--- config.mk ---
export PLATFORM = sky130hd
export DESIGN_NAME = wdgc_top
export DESIGN_NICKNAME = d
export VERILOG_FILES = /design/src/hdl/wdgc_pkg.sv /design/src/hdl/wdgc_rst_pulse.sv /design/src/hdl/wdgc_tick_div.sv /design/src/hdl/wdgc_top.sv
export SDC_FILE = /design/constraint.sdc
export NUM_CORES = 1
export LEC_CHECK = 0
export BUFFER_PORTS_ARGS = -buffer_cell sky130_fd_sc_hd__buf_4
export CORE_UTILIZATION = 40
export CTS_CLUSTER_SIZE = 25
export DETAILED_ROUTE_END_ITERATION = 10
export PLACE_DENSITY_LB_ADDON = 0.2
export SLEW_MARGIN = 0
export SYNTH_ARGS = -nofsm -noshare
export SYNTH_HDL_FRONTEND = slang
export SYNTH_SLANG_ARGS = --single-unit
--- constraint.sdc ---
create_clock -name sys_clk -period 4.5 [get_ports sys_clk]
set_input_delay 0.225 -clock sys_clk [delete_from_list [all_inputs] [get_ports sys_clk]]
set_output_delay 0.225 -clock sys_clk [all_outputs]
set_load 0.02 [all_outputs]
--- src/hdl/wdgc_pkg.sv ---
package wdgc_pkg;
    // ==========================================================
    // Register map and field layout
    localparam logic [7:0] WDGC_REG_ADDR = 8'hd8;
    localparam logic [7:0] WDGC_REG_RESET = 8'hfe;
    localparam int WDGC_CNT_LSB_POS = 7;
    localparam int WDGC_CNT_MSB_POS = 2;
    localparam int WDGC_SR_POS = 1;
    localparam int WDGC_ACT_POS = 0;
    localparam logic [6:0] WDGC_CNT_RESET = 7'h7f;
    localparam logic [6:0] WDGC_CNT_STEP = 7'h01;

    // ==========================================================
    // Timing
    localparam int WDGC_TICK_US = 384;
    localparam int WDGC_REF_OSC_MHZ = 8;
    // Decrement period expressed in oscillator cycles
    localparam int WDGC_TICK_CYCLES = WDGC_TICK_US * WDGC_REF_OSC_MHZ;
    localparam int WDGC_TICK_W = $clog2(WDGC_TICK_CYCLES);
    localparam int WDGC_CLK_PERIOD_NS = 20;
    localparam int WDGC_RST_PULSE_NS = 500;
    localparam int WDGC_RST_CYCLES = WDGC_RST_PULSE_NS / WDGC_CLK_PERIOD_NS;
    localparam int WDGC_RST_W = $clog2(WDGC_RST_CYCLES + 1);

    // ==========================================================
    // Types
    typedef struct packed {
        logic [5:0] t;
        logic sr;
        logic act;
    } wdgc_fields_s;

    typedef enum logic [1:0] {
        WDGC_PWR_RUN = 2'b00,
        WDGC_PWR_WAIT = 2'b01,
        WDGC_PWR_STOP = 2'b11
    } wdgc_pwr_e;

    // ==========================================================
    // Bit-order helpers
    function automatic logic [5:0] wdgc_rev6(input logic [5:0] v);
        logic [5:0] r;
        r = '0;
        for (int i = 0; i < 6; i++) begin
            r[i] = v[5 - i];
        end
        return r;
    endfunction

    function automatic logic [7:0] wdgc_to_reg(input logic [6:0] cnt, input logic act);
        wdgc_fields_s f;
        f.t = wdgc_rev6(cnt[5:0]);
        f.sr = cnt[6];
        f.act = act;
        return f;
    endfunction

    function automatic logic [6:0] wdgc_from_reg(input logic [7:0] v);
        wdgc_fields_s f;
        f = v;
        return {f.sr, wdgc_rev6(f.t)};
    endfunction
endpackage

--- src/hdl/wdgc_rst_pulse.sv ---
`timescale 1ns/1ps
module wdgc_rst_pulse
    import wdgc_pkg::*;
(
    // Clock and reset
    input wire logic sys_clk,
    input wire logic nrst,
    // Trigger and pulse
    input wire logic start,
    output logic rst_pin_n_ff,
    output logic busy
);
    localparam logic [WDGC_RST_W-1:0] LEN = WDGC_RST_W'(WDGC_RST_CYCLES);
    localparam logic [WDGC_RST_W-1:0] ONE = WDGC_RST_W'(1);

    logic [WDGC_RST_W-1:0] left_ff;

    always_ff @(posedge sys_clk) begin
        if (!nrst) begin
            left_ff <= '0;
        end else if (start && left_ff == '0) begin
            left_ff <= LEN;
        end else if (left_ff != '0) begin
            left_ff <= left_ff - ONE;
        end
    end

    always_ff @(posedge sys_clk) begin
        if (!nrst) begin
            rst_pin_n_ff <= 1'b1;
        end else begin
            rst_pin_n_ff <= !((start && left_ff == '0) || left_ff > ONE);
        end
    end

    assign busy = (left_ff != '0);
endmodule

--- src/hdl/wdgc_tick_div.sv ---
`timescale 1ns/1ps
module wdgc_tick_div
    import wdgc_pkg::*;
(
    // Clock and reset
    input wire logic sys_clk,
    input wire logic nrst,
    // Control
    input wire logic en,
    output logic tick
);
    localparam logic [WDGC_TICK_W-1:0] MAX_CNT = WDGC_TICK_W'(WDGC_TICK_CYCLES - 1);
    localparam logic [WDGC_TICK_W-1:0] ONE = WDGC_TICK_W'(1);

    logic [WDGC_TICK_W-1:0] cnt_ff;

    // Holding the count while disabled keeps the frozen phase
    always_ff @(posedge sys_clk) begin
        if (!nrst) begin
            cnt_ff <= '0;
        end else if (en) begin
            cnt_ff <= (cnt_ff == MAX_CNT) ? '0 : cnt_ff + ONE;
        end
    end

    assign tick = en && (cnt_ff == MAX_CNT);
endmodule

--- src/hdl/wdgc_top.sv ---
// ==========================================================
// Behaviour
// Six count bits sit in bits 7:2 reversed; bit 7 is count LSB.
// Register resets to FE hex and lives at address D8 hex.
// Active watchdog: writing soft-reset bit zero causes an MCU reset.
// Inactive: soft-reset bit is MSB of a 7-bit down-timer, no reset.
// Hardware option forces activation bit high; writes cannot clear it.
// Software option: setting activation starts it; clearing ignored until reset.
// WAIT leaves watchdog counting unchanged.
// Inactive watchdog: STOP instruction enters STOP normally.
// Active, no external stop control: STOP behaves as WAIT.
// Active with external control: NMI low gives WAIT, high freezes and stops.
// Wake from STOP resumes decrementing from the frozen value.
// Decrement every 384 us with an 8 MHz oscillator.
// Timer users should read twice and accept matching values.
// Software option: test activation at start-up, write FD to reset.
// With external control, hold NMI high idle, low when protection needed.
// Seven-bit count decrements once every 3072 oscillator cycles.
// Active and soft-reset bit zero: reset pin low about 500 ns.
// Software refreshes with 02 to FE hex, soft-reset bit set.
// Writes load the count at once; reads return the live count.
`timescale 1ns/1ps
module wdgc_top
    import wdgc_pkg::*;
(
    // Clock and reset
    input wire logic sys_clk,
    input wire logic nrst,
    // Avalon-MM slave
    input wire logic [7:0] avs_address,
    input wire logic avs_read,
    input wire logic avs_write,
    input wire logic [31:0] avs_writedata,
    input wire logic [3:0] avs_byteenable,
    output logic [31:0] avs_readdata_ff,
    output logic avs_waitrequest_ff,
    // Option straps and pins
    input wire logic hw_activation_option,
    input wire logic external_stop_control_option,
    input wire logic nmi_pin,
    // CPU power control
    input wire logic stop_exec,
    input wire logic wait_exec,
    input wire logic wake_irq,
    output wdgc_pwr_e pwr_state_ff,
    // Reset output
    output logic mcu_reset_n_ff
);
    // ==========================================================
    // Pin synchronisers
    logic [2:0] sync1_ff;
    logic [2:0] sync2_ff;
    logic hw_on;
    logic ext_on;
    logic nmi_hi;

    always_ff @(posedge sys_clk) begin
        if (!nrst) begin
            sync1_ff <= 3'h0;
            sync2_ff <= 3'h0;
        end else begin
            sync1_ff <= {hw_activation_option, external_stop_control_option, nmi_pin};
            sync2_ff <= sync1_ff;
        end
    end

    assign hw_on = sync2_ff[2];
    assign ext_on = sync2_ff[1];
    assign nmi_hi = sync2_ff[0];

    // ==========================================================
    // Bus decode
    logic hit;
    logic req;
    logic accept;
    logic wr_hit;
    logic [6:0] count_ff;
    logic act_ff;
    logic act_eff;
    logic fire;
    logic pulse_busy;
    logic tick;
    logic div_en;

    assign hit = (avs_address == WDGC_REG_ADDR);
    assign req = avs_read || avs_write;
    assign accept = req && avs_waitrequest_ff;
    // Write lands on the edge that sees waitrequest low
    assign wr_hit = avs_write && !avs_waitrequest_ff && hit && avs_byteenable[0];

    always_ff @(posedge sys_clk) begin
        if (!nrst) begin
            avs_waitrequest_ff <= 1'b1;
        end else begin
            avs_waitrequest_ff <= !accept;
        end
    end

    // Unmapped reads answer zero; unmapped writes are dropped
    always_ff @(posedge sys_clk) begin
        if (!nrst) begin
            avs_readdata_ff <= 32'h0;
        end else if (accept && avs_read) begin
            avs_readdata_ff <= hit ? {24'h0, wdgc_to_reg(count_ff, act_eff)} : 32'h0;
        end
    end

    // ==========================================================
    // Activation
    assign act_eff = act_ff || hw_on;

    // Sticky once set; only nrst or a watchdog fire clears it
    always_ff @(posedge sys_clk) begin
        if (!nrst) begin
            act_ff <= 1'b0;
        end else if (fire) begin
            act_ff <= 1'b0;
        end else if (wr_hit && avs_writedata[WDGC_ACT_POS]) begin
            act_ff <= 1'b1;
        end
    end

    // ==========================================================
    // Counter
    always_ff @(posedge sys_clk) begin
        if (!nrst) begin
            count_ff <= WDGC_CNT_RESET;
        end else if (fire) begin
            count_ff <= WDGC_CNT_RESET;
        end else if (wr_hit) begin
            count_ff <= wdgc_from_reg(avs_writedata[7:0]);
        end else if (tick) begin
            count_ff <= count_ff - WDGC_CNT_STEP;
        end
    end

    // Divider halts only in true STOP; WAIT keeps it running
    assign div_en = (pwr_state_ff != WDGC_PWR_STOP);

    wdgc_tick_div u_div (
        .sys_clk(sys_clk),
        .nrst(nrst),
        .en(div_en),
        .tick(tick)
    );

    // ==========================================================
    // Reset generation
    // A cleared soft-reset bit, by timeout or by write, fires once
    assign fire = act_eff && !count_ff[6] && !pulse_busy;

    wdgc_rst_pulse u_pulse (
        .sys_clk(sys_clk),
        .nrst(nrst),
        .start(fire),
        .rst_pin_n_ff(mcu_reset_n_ff),
        .busy(pulse_busy)
    );

    // ==========================================================
    // Low power control
    wdgc_pwr_e nxt_pwr_state;

    always_comb begin
        nxt_pwr_state = pwr_state_ff;
        unique case (pwr_state_ff)
            WDGC_PWR_RUN: begin
                if (stop_exec) begin
                    if (!act_eff) begin
                        nxt_pwr_state = WDGC_PWR_STOP;
                    end else if (!ext_on) begin
                        nxt_pwr_state = WDGC_PWR_WAIT;
                    end else if (nmi_hi) begin
                        nxt_pwr_state = WDGC_PWR_STOP;
                    end else begin
                        nxt_pwr_state = WDGC_PWR_WAIT;
                    end
                end else if (wait_exec) begin
                    nxt_pwr_state = WDGC_PWR_WAIT;
                end
            end
            WDGC_PWR_WAIT, WDGC_PWR_STOP: begin
                if (wake_irq) begin
                    nxt_pwr_state = WDGC_PWR_RUN;
                end
            end
            default: begin
                nxt_pwr_state = WDGC_PWR_RUN;
            end
        endcase
    end

    always_ff @(posedge sys_clk) begin
        if (!nrst) begin
            pwr_state_ff <= WDGC_PWR_RUN;
        end else if (fire) begin
            pwr_state_ff <= WDGC_PWR_RUN;
        end else begin
            pwr_state_ff <= nxt_pwr_state;
        end
    end

    logic [WDGC_TICK_W-1:0] gap_ff;
    logic [WDGC_RST_W:0] low_len_ff;

    always_ff @(posedge sys_clk) begin
        if (!nrst) begin
            gap_ff <= '0;
        end else if (tick) begin
            gap_ff <= '0;
        end else if (div_en) begin
            gap_ff <= gap_ff + WDGC_TICK_W'(1);
        end
    end

    always_ff @(posedge sys_clk) begin
        if (!nrst) begin
            low_len_ff <= '0;
        end else if (!mcu_reset_n_ff) begin
            low_len_ff <= low_len_ff + (WDGC_RST_W + 1)'(1);
        end else begin
            low_len_ff <= '0;
        end
    end
endmodule
### Word-level counts from Yosys, hierarchy flattened

Cells that the tools add are included.

| storage, ports and cells | value |
|---|---|
| register bits | 67 |
| latch bits | 0 |
| bits in writable memories | 0 |
| memory bits (read-only) | 0 |
| bits of input ports | 54 |
| output and inout port bits | 36 |
| logic and storage cells | 63 |
| memories | 0 |

| operators by class | value |
|---|---|
| add/subtract/negate cells | 3 |
| $mul | 0 |
| div/mod/pow operators | 0 |
| order comparisons | 1 |
| eq/ne operators | 7 |
| shift-type cells | 0 |
| mux-type cells | 13 |
| bitwise operators | 1 |
| reductions and logical operators | 27 |

Operators by type and width:

| cell | number |
|---|---|
| 2-to-1 mux 7 bit | 2 |
| adder 12 x 1 -> 12 bit, second input constant | 1 |
| == test 12 bit, second input constant | 1 |
| 2-to-1 mux 12 bit | 1 |
| 2-to-1 mux 2 bit | 6 |
| logical AND 1 bit | 10 |
| 2-to-1 mux 5 bit | 2 |
| == test 8 bit, second input constant | 1 |
| 2-to-1 mux 8 bit | 1 |
| subtractor 7 x 1 -> 7 bit, second input constant | 1 |
| OR reduction 2 bit | 3 |
| > comparator 5 x 1 -> 1 bit, second input constant | 1 |
| zero test 1 bit | 5 |
| zero test 5 bit | 1 |
| nonzero test 5 bit | 1 |
| subtractor 5 x 1 -> 5 bit, second input constant | 1 |
| != test 2 bit, second input constant | 2 |
| case mux 2 bit (2 select lines) | 1 |
| nonzero test 2 bit | 2 |
| logical OR 1 bit | 3 |
| != test 3 bit, second input constant | 1 |
| == test 2 x 1 -> 1 bit, second input constant | 1 |
| == test 2 bit, second input constant | 1 |
| zero test 2 bit | 1 |
| other kinds (2) | 2 |

### Longest topological paths before layout

Gate-level depths: netlist of the first run.

| depth | value |
|---|---|
| word-level depth | 6 |
| depth in mapped cells | 8 |
| depth with buffers taken out | 7 |

### Modules after synthesis

Synthesis of the first run repeated with hierarchy kept, for this count alone.

| second synthesis, totals | value |
|---|---|
| cells, all modules | 227 |
| area, all modules | 2145.8 um2 |

Modules (own cells, without submodules):

| module | instances | cells each | area each (um2) | seq. area each (um2) |
|---|---|---|---|---|
| wdgc_top | 1 | 131 | 1237.4 | 500.5 |
| wdgc_tick_div | 1 | 62 | 601.8 | 240.2 |
| wdgc_rst_pulse | 1 | 34 | 306.5 | 120.1 |

### Worst setup path after synthesis of the first run

No wires, ideal clock.

| timing | value |
|---|---|
| path kind | register to register |
| start point | reg u_pulse.left_ff[0] |
| end point | reg count_ff[5] |
| library setup time | 0.074 ns |
| data arrival time | 1.697 ns |
| data required time | 4.426 ns |
| setup slack | 2.728 ns |
| cell stages (with the launch flop) | 9 |
| path buffers | 1 |
| cell sequence | dfxtp_1 > inv_1 > ha_1 > or4b_1 > buf_2 > o21ai_4 > nand2b_1 > nor2_1 > a31oi_1 |

| on the way | value |
|---|---|
| cells in the longest elaborated chain, start to end | 4 |

Ends and longest elaborated chain:

| what | line | RTL |
|---|---|---|
| start: declaration | wdgc_rst_pulse.sv:16 | `logic [WDGC_RST_W-1:0] left_ff;` |
| start signal: assignment | wdgc_rst_pulse.sv:24 | `left_ff <= left_ff - ONE;` |
| nonzero test 5 bit | wdgc_rst_pulse.sv:36 | `assign busy = (left_ff != '0);` |
| zero test 1 bit | wdgc_top.sv:150 | `assign fire = act_eff && !count_ff[6] && !pulse_busy;` |
| logical AND 1 bit | wdgc_top.sv:150 |  |
| OR reduction 2 bit (no source line) | -- |  |
| end signal: assignment | wdgc_top.sv:131 | `count_ff <= wdgc_from_reg(avs_writedata[7:0]);` |
| end signal: assignment | wdgc_top.sv:133 | `count_ff <= count_ff - WDGC_CNT_STEP;` |
| end: declaration | wdgc_top.sv:77 | `logic [6:0] count_ff;` |

Every way passes these cells.
A chain may end at the register's enable or synchronous reset.

### Worst setup path after layout of the first run

Ends and elaborated chain as after synthesis.

==> results of run 1 <==
[Yosys cell counts, drive strengths merged (2+ instances only)]
cell type and count:
nor4b 2, xor2 3, ha 5, nor2 34, and2 8, dfxtp 43
nand3 6, or3 3, nand4b 2, clkbuf 3, nor3 11, nand2 14
a22oi 7, a21oi 16, xnor2 9, o21ai 7, nor2b 2, inv 8
buf 26, o31ai 2, a211oi 4, or4b 2, or2 2
[stage by stage]
stage                     area (um2)  std cells
after floorplan                 2150        260
after global placement          2320        336
after detailed placement        2320        336
after CTS                       2420        344
after global routing            2420        344
final                           2420        344
[cells by family (layout without fill, tap and decap cells)]
| kind of cell | Yosys count | in the layout | synth area share |
|---|---|---|---|
| buffers and inverters | 37 | 54 | 0.112 |
| AND/OR/NAND/NOR | 94 | 94 | 0.243 |
| XOR/XNOR | 12 | 12 | 0.0509 |
| flip-flops | 43 | 43 | 0.417 |
| adder cells (fa/ha/maj) | 5 | 5 | 0.0303 |
| other | 1 | 24 | 0.00182 |
| multiplexers | 1 | 1 | 0.00545 |
| AO/OA/AOI/OAI | 44 | 44 | 0.140 |
[per-layer routing]
layer	GRT usage	vias up	share of wire
met5	0	-	0
met4	0.0513	0	0.0084
met3	0.0370	4	0.041
met2	0.235	40	0.48
met1	0.211	757	0.47
li1	-	850	-
[final cells by class]
class	count	area [um2]	area share
timing repair buffer	38	285	0.118
clock buffer	8	100	0.0414
multi-input combinational	180	1060	0.438
inverter	8	30.0	0.0124
sequential	43	861	0.356
tap	67	83.8	0.0346
[state kept, by name, summed over array words and instances, names as in the netlist]
signal                flops
count_ff                  7
sync2_ff                  3
u_pulse.rst_pin_n_ff      1
act_ff                    1
u_pulse.left_ff           5
avs_waitrequest_ff        1
sync1_ff                  3
avs_readdata_ff           8
u_div.cnt_ff             12
pwr_state_ff              2
[critical path: stages, from the launching register on]
cell,delay (ps)
dfxtp_1,370
inv_1,100
ha_1,170
or4b_1,620
o21ai_4,340
nand2b_1,240
nor2_1,50
a31oi_1,130
[cells in the final DEF (no fill, tap or decap), types with 2 or more instances in the layout]
cell type   n
dfxtp_1    43
buf_4      38
nor2_1     34
conb_1     24
a21oi_1    16
nand2_1    14
xnor2_1     9
nor3_1      9
inv_1       8
and2_1      8
a22oi_1     7
clkbuf_8    7
nand3_1     6
o21ai_0     6
ha_1        5
a211oi_1    4
xor2_1      3
or3_1       3
nand4b_1    2
nor3_2      2
nor4b_1     2
o31ai_1     2
nor2b_1     2
or2_1       2
[power breakdown]
group	total (uW)	switching (uW)	internal [uW]	leakage [uW]
logic	194	110	83.9	0.000578
clock network	268	128	140	0.0000515
registers	445	31.8	413	0.000351
total	907	270	637	0.000980
[worst max-delay path by stage]
stage	startpoint	cells after the start	endpoint	slack, ps
2_1_floorplan	u_pulse.left_ff[0]	8	count_ff[5]	2730
3_3_place_gp	u_pulse.left_ff[0]	7	count_ff[5]	2440
3_5_place_dp	u_pulse.left_ff[0]	7	count_ff[5]	2430
4_1_cts	u_pulse.left_ff[0]	7	count_ff[5]	2390
5_1_grt	u_pulse.left_ff[0]	7	count_ff[5]	2250
6_report	u_pulse.left_ff[0]	7	count_ff[5]	2400
==> flow_results.org, run 1 <==
** GRT
- Largest net degree at the start of global routing :: 16
- Total overflow reported by the global router :: 0
- The number of global-route vias before repair came to 1405.
- Across every metal layer, demand over resource in global routing totals 0.154.
- Global-route wire length before repair :: 6380 um
- The number of antenna violations at the first check in global routing came to 0.

** Clock network
- Hold buffer count at CTS :: 0
- The clock reaches the later pin of the worst-skew pair after 290 ps.
- TritonCTS built the clock tree.
- In this run the post-CTS setup repair buffer count came out at 0.
- Num CTS Buffers :: 5
- Once the clock tree was built, the resizer swapped 0 gates to a different size.
- CTS placed an instance of clkbuf_8 at the clock tree root.
- The tree built by TritonCTS fans out to 43 sinks.
- The H-tree generated during clock tree synthesis spans 2 levels.
- Buffers from clock root to sink, at most :: 2
- Clock transition at the registers of the reported paths :: 80 ps

** STA
- The worst pin sits at a relative slew slack of 0.637.
- For the pin with the worst max-slew slack, the measured transition is 542 ps.
- Worst Hold Slack :: 133 ps
- For the final routed database, the setup TNS stands at 0 ps.
- Final setup skew :: 6.60 ps
- Of the available clock period, the critical path in the final layout requires 0.467.
- For the finished layout, the period the worst path requires is 2100 ps.
- Static timing analysis puts the maximum clock frequency at 476 MHz.
- The max-slew violation total from the final report is 0.
- Once routing completed, OpenROAD measured the worst setup slack at 2400 ps.
- RSZ-0062 raised after global routing :: false
- Number of hold violations in the final report :: 0
- Setup violations remaining at the end of the flow were counted as 0.

** Yosys
- Distinct cells, synth :: 46
- Post-synthesis cell area :: 0.00206 mm2
- Syn Area/Cell :: 8.71 um2
- For this run, the register share of the synthesized area comes to 0.417.
- Leading area contributor after synthesis :: dfxtp_1
- Biggest area contributors in the synthesized netlist :: dfxtp_1 (42%), buf_4 (8.7%), nor2_1 (6.2%)
- In the synthesized netlist the dominant register cell turns out to be dfxtp_1.
- Synth Instances :: 237
- Area share of the leading cell type in the synthesized netlist :: 0.417
- After synthesis the netlist holds a flip-flop and latch count of 43.
- Yosys printed 0 warnings.
- Number of enable-type register cells in the synthesized netlist :: 0
- Post-synthesis async set-or-reset flop share :: 0

** Layout
- Count of filler cells inserted in the layout :: 492
- In the final layout, the share of cells above drive strength 1 is 0.184.
- After the last flow step, the layout net total stands at 335.
- Relative to the synthesized area, the layout overhead comes to 17.2%.
- For this run, the share of the core covered by cells in the final layout is 0.499.
- Number of inserted diodes :: 0

** Outcome
- Run status :: completed

** Critical path
- Req. time, crit path :: 4720 ps
- Minimum setup slack among reg-to-reg paths :: 2400 ps
- In this run the critical register-to-register path is captured at count_ff[5].
- The worst setup path is launched from a register.
- Kind of capture point of the worst setup path :: register
- Along the worst path, the maximum fanout reaches 9.
- Crit Path Class :: reg -> reg
- R2R Path Start :: u_pulse.left_ff[0]
- The number of cells on the worst reg-to-reg path is 7.
- Worst endpoint data arrival time :: 2320 ps

** Floorplanning
- The floorplan step set the die width to 73.8 um.
- The die covers 0.00545 mm2.
- For this configuration, the core starts out at a cell density of 0.426.
- Row generation in the floorplan step produced 25 rows.
- After floorplanning, the core was sized to cover 0.00485 mm2.
- In this run the vertical extent of the chip is 73.8 um.
- During I/O placement, the number of pins put on the boundary was 90.

** Route
- Antenna Nets Post-Route :: 0
- After detailed routing, the total wire length is 3950 um.
- Number of optimization iterations in the first detailed-route pass :: 4
- Vias after detailed routing :: 1651
- After detailed routing, the average wire length per cell comes to 11.5 um.
- Using the TritonRoute via totals, the vias-per-cell ratio works out to 4.80.
- For this run, design rule violations remaining after detail routing come to 0.
- The first routing iteration left 97 violations.

** Worst hold path
- Hold EP :: count_ff[6]
- Along the worst hold path, the cell count comes to 2.
- Hold crit path type :: in -> reg
- Hold wc startpoint :: avs_writedata[1]

** Placed design
- Gp weighted congestion :: 0.774
- Once detailed placement completed, the half-perimeter wirelength came to 2950 um.
- At the placement stage, the worst setup path has a slack of 2430 ps.
- Number of buffers added on ports :: 38

** Power and ir drop
- Worst ir drop on vdd :: 270 uV
- For this design the static power due to leakage is 0.000980 uW.
- Power, Total :: 907 uW
- In this run the power density over the cells is 375 mW/mm2.

** Job
- Max-cap viol count :: 0
Note: power is estimated with default switching activity, not from simulation.
==> run 2: changes to the inputs <==
==> constraint.sdc (replaced) <==
create_clock -name sys_clk -period 1.7 [get_ports sys_clk]
set_input_delay 0.085 -clock sys_clk [delete_from_list [all_inputs] [get_ports sys_clk]]
set_output_delay 0.085 -clock sys_clk [all_outputs]
set_load 0.02 [all_outputs]
==> run 2 against run 1 <==
Compared with the run above:
- clock power increased to 2.5 times the previous value
- routed wire length rose by 5.2%
- sequential share of layout area shrank 3.5 points
- total power increased to 2.8 times the previous value
- first-iteration DRC count decreased by 19%
- register-to-register slack got worse by 2300 ps
- critical path type unchanged
==> flow_results.org, run 2 (synthesis results as in run 1) <==
** Outcome
- The flow ran to the end, and the final reports show no timing, DRC or antenna violations.

** Clock network
- Number of clock sinks seen by CTS :: 43
- After clock tree synthesis, the clock-pin slew on the worst setup and hold paths is 90 ps.
- The clock passes through at most 2 buffers.
- Counting the buffers created by CTS gives 5.
- In this run the clock root is driven by a clkbuf_8.
- Worst-Skew Late Latency :: 300 ps
- CTS HTree Levels :: 2
- TritonCTS built the clock tree.

** Floorplanning
- For this configuration, the core starts out at a cell density of 0.426.
- Die Footprint :: 0.00545 mm2
- Total I/O pin count :: 90
- The floorplan step set the die height to 73.8 um.
- Measured along the x axis, the die boundary spans 73.8 um.
- Placeable core region :: 0.00485 mm2
- The initialized floorplan defines 25 standard-cell rows.

** STA
- Dividing the final minimum period by the clock period gives 0.948.
- Setup violations, final :: 0
- Setup repair after global routing could not meet its margin everywhere.
- Timing would allow up to 620 MHz.
- Count of pins over their slew limit :: 0
- Headroom to the max-slew limit came out at 0.643.
- Adding up every negative setup slack in the final design gives 0 ps.
- Final critical path time including I/O delays and setup :: 1610 ps
- The hold violation count in the final report came to 0.
- Final setup skew :: 8.52 ps
- Worst Max-Slew Pin Slew :: 534 ps

** Critical path
- Maximum fanout count along the critical path :: 4
- Crit Path Class :: reg -> reg
- Critical Path Max Stage Delay :: 480 ps
- Startpoint type of the worst setup path :: register
- Kind of capture point of the worst setup path :: register
- Data on the critical path is required at its endpoint by 1940 ps.
- Walking the worst path, the cells encountered are inv_4 > ha_4 > or4b_4 > o21ai_4 > nand2b_4 > nor2_1 > a31oi_1.
- Worst endpoint data arrival time :: 1850 ps
- The slowest stage of the critical path belongs to the cell or4b_4.

** Placed design
- Number of cells after detailed placement :: 355
- Number of buffers added on ports :: 38
- Gp weighted congestion :: 0.750
- Detailed placer's ending HPWL :: 3100 um

** Power and ir drop
- Across the VDD grid, the largest voltage drop is 574 uV.
- Power density cells :: 932 mW/mm2
- Leakage :: 0.00111 uW

** Route
- Number of optimization iterations in the first detailed-route pass :: 4
- Post-detailed-route DRC marker count :: 0
- Antenna Nets Post-Route :: 0
- Detailed-route wire length per cell :: 11.2 um
- Dividing the detail-routed via count by the number of cells gives 4.68.
- The final layout contains routed wiring with a total length of 4160 um.
- Vias after detailed routing :: 1736
- DRC violation total after the first TritonRoute iteration :: 79

** Layout
- Compared with the post-synthesis result, the final layout area differs by 31.5%.
- After the last flow step, the layout net total stands at 362.
- Top Registers :: u_div.cnt_ff (12), avs_readdata_ff (8), count_ff (7)
- The count of cells in the finished layout, fillers not included, comes to 371.
- Register bank with the most flops :: u_div.cnt_ff
- Most frequent standard cell in the layout excluding fill and tap cells :: buf_4
- Layout cell share with drive strength beyond 1 :: 0.296
- The number of antenna diodes in the final layout is 0.
- Number of flip-flops under the largest register name :: 12
- Top library cells by usage in the layout, fill and taps aside :: buf_4 (58), dfxtp_1 (38), nor2_1 (33)

** GRT
- The number of antenna violations at the first check in global routing came to 0.
- Total overflow reported by the global router :: 0
- The first global-routing pass estimated 6730 um of wire.
- The number of global-route vias before repair was 1561.
- Global Route Usage Sum :: 0.165
- Largest net degree at the start of global routing :: 16

** Worst hold path
- Hold crit path type :: in -> reg

** Job
- Max-cap viol count :: 0
## run 2: per-layer routing
layer | part of all wire | vias up | track usage
li1 | - | 903 | -
met1 | 0.47 | 787 | 0.209
met2 | 0.47 | 39 | 0.266
met3 | 0.040 | 7 | 0.0370
met4 | 0.018 | 0 | 0.0769
met5 | 0 | - | 0
## run 2: path summary, 6_finish.rpt
check / start / end / slack, ps / depth (start not counted)
setup / recovery: u_pulse.left_ff[1] / count_ff[5] / 90 / 7
hold / removal: avs_writedata[3] / count_ff[4] / 8 / 3
setup reg to reg: u_pulse.left_ff[1] / count_ff[5] / 90 / 7
hold reg to reg: sync1_ff[1] / sync2_ff[1] / 440 / 1
## run 2: what timing repair did
item,in CTS,in global routing
endpoints found under the setup margin,0,5
resized for setup,0,14
hold buffers,7,0
endpoints found under the hold margin,6,0
buffers inserted,0,1
## run 2: power breakdown
group / switching [uW] / internal (uW) / leakage [uW]
clock: 384 / 294 / 0.0000408
combinational: 338 / 337 / 0.000720
sequential: 75.8 / 1100 / 0.000353
total: 798 / 1730 / 0.00111
## run 2: area by class of cell
class	count	area, um2
Clock buffer	5	68.8
Clock inverter	3	23.8
Fill cell	452	2130
Inverter	8	32.5
Multi-Input combinational cell	180	1130
Sequential cell	43	870
Tap cell	67	83.8
Timing Repair Buffer	65	505
## run 2: through the flow
stage	utilization	cell area [um2]	total power, uW	setup slack (ps)	hold WS (ps)
6_report	0.560	2720	2530	88.1	8.01
5_1_grt	0.560	2720	2680	-14.3	16.9
4_1_cts	0.547	2650	2520	42.3	1.27
3_5_place_dp	0.514	2490	1820	54.6	297
3_3_place_gp	0.514	2490	1810	38.8	294
2_1_floorplan	-	2190	1690	4.26	201
## run 2: worst max-delay path, delay by kind of cell, from the launching register on
kind	cells	cell delay, ps
simple gates	3	690
fa+ha+maj	1	120
buf+inv	1	60
compound gates	2	320
flops	1	360
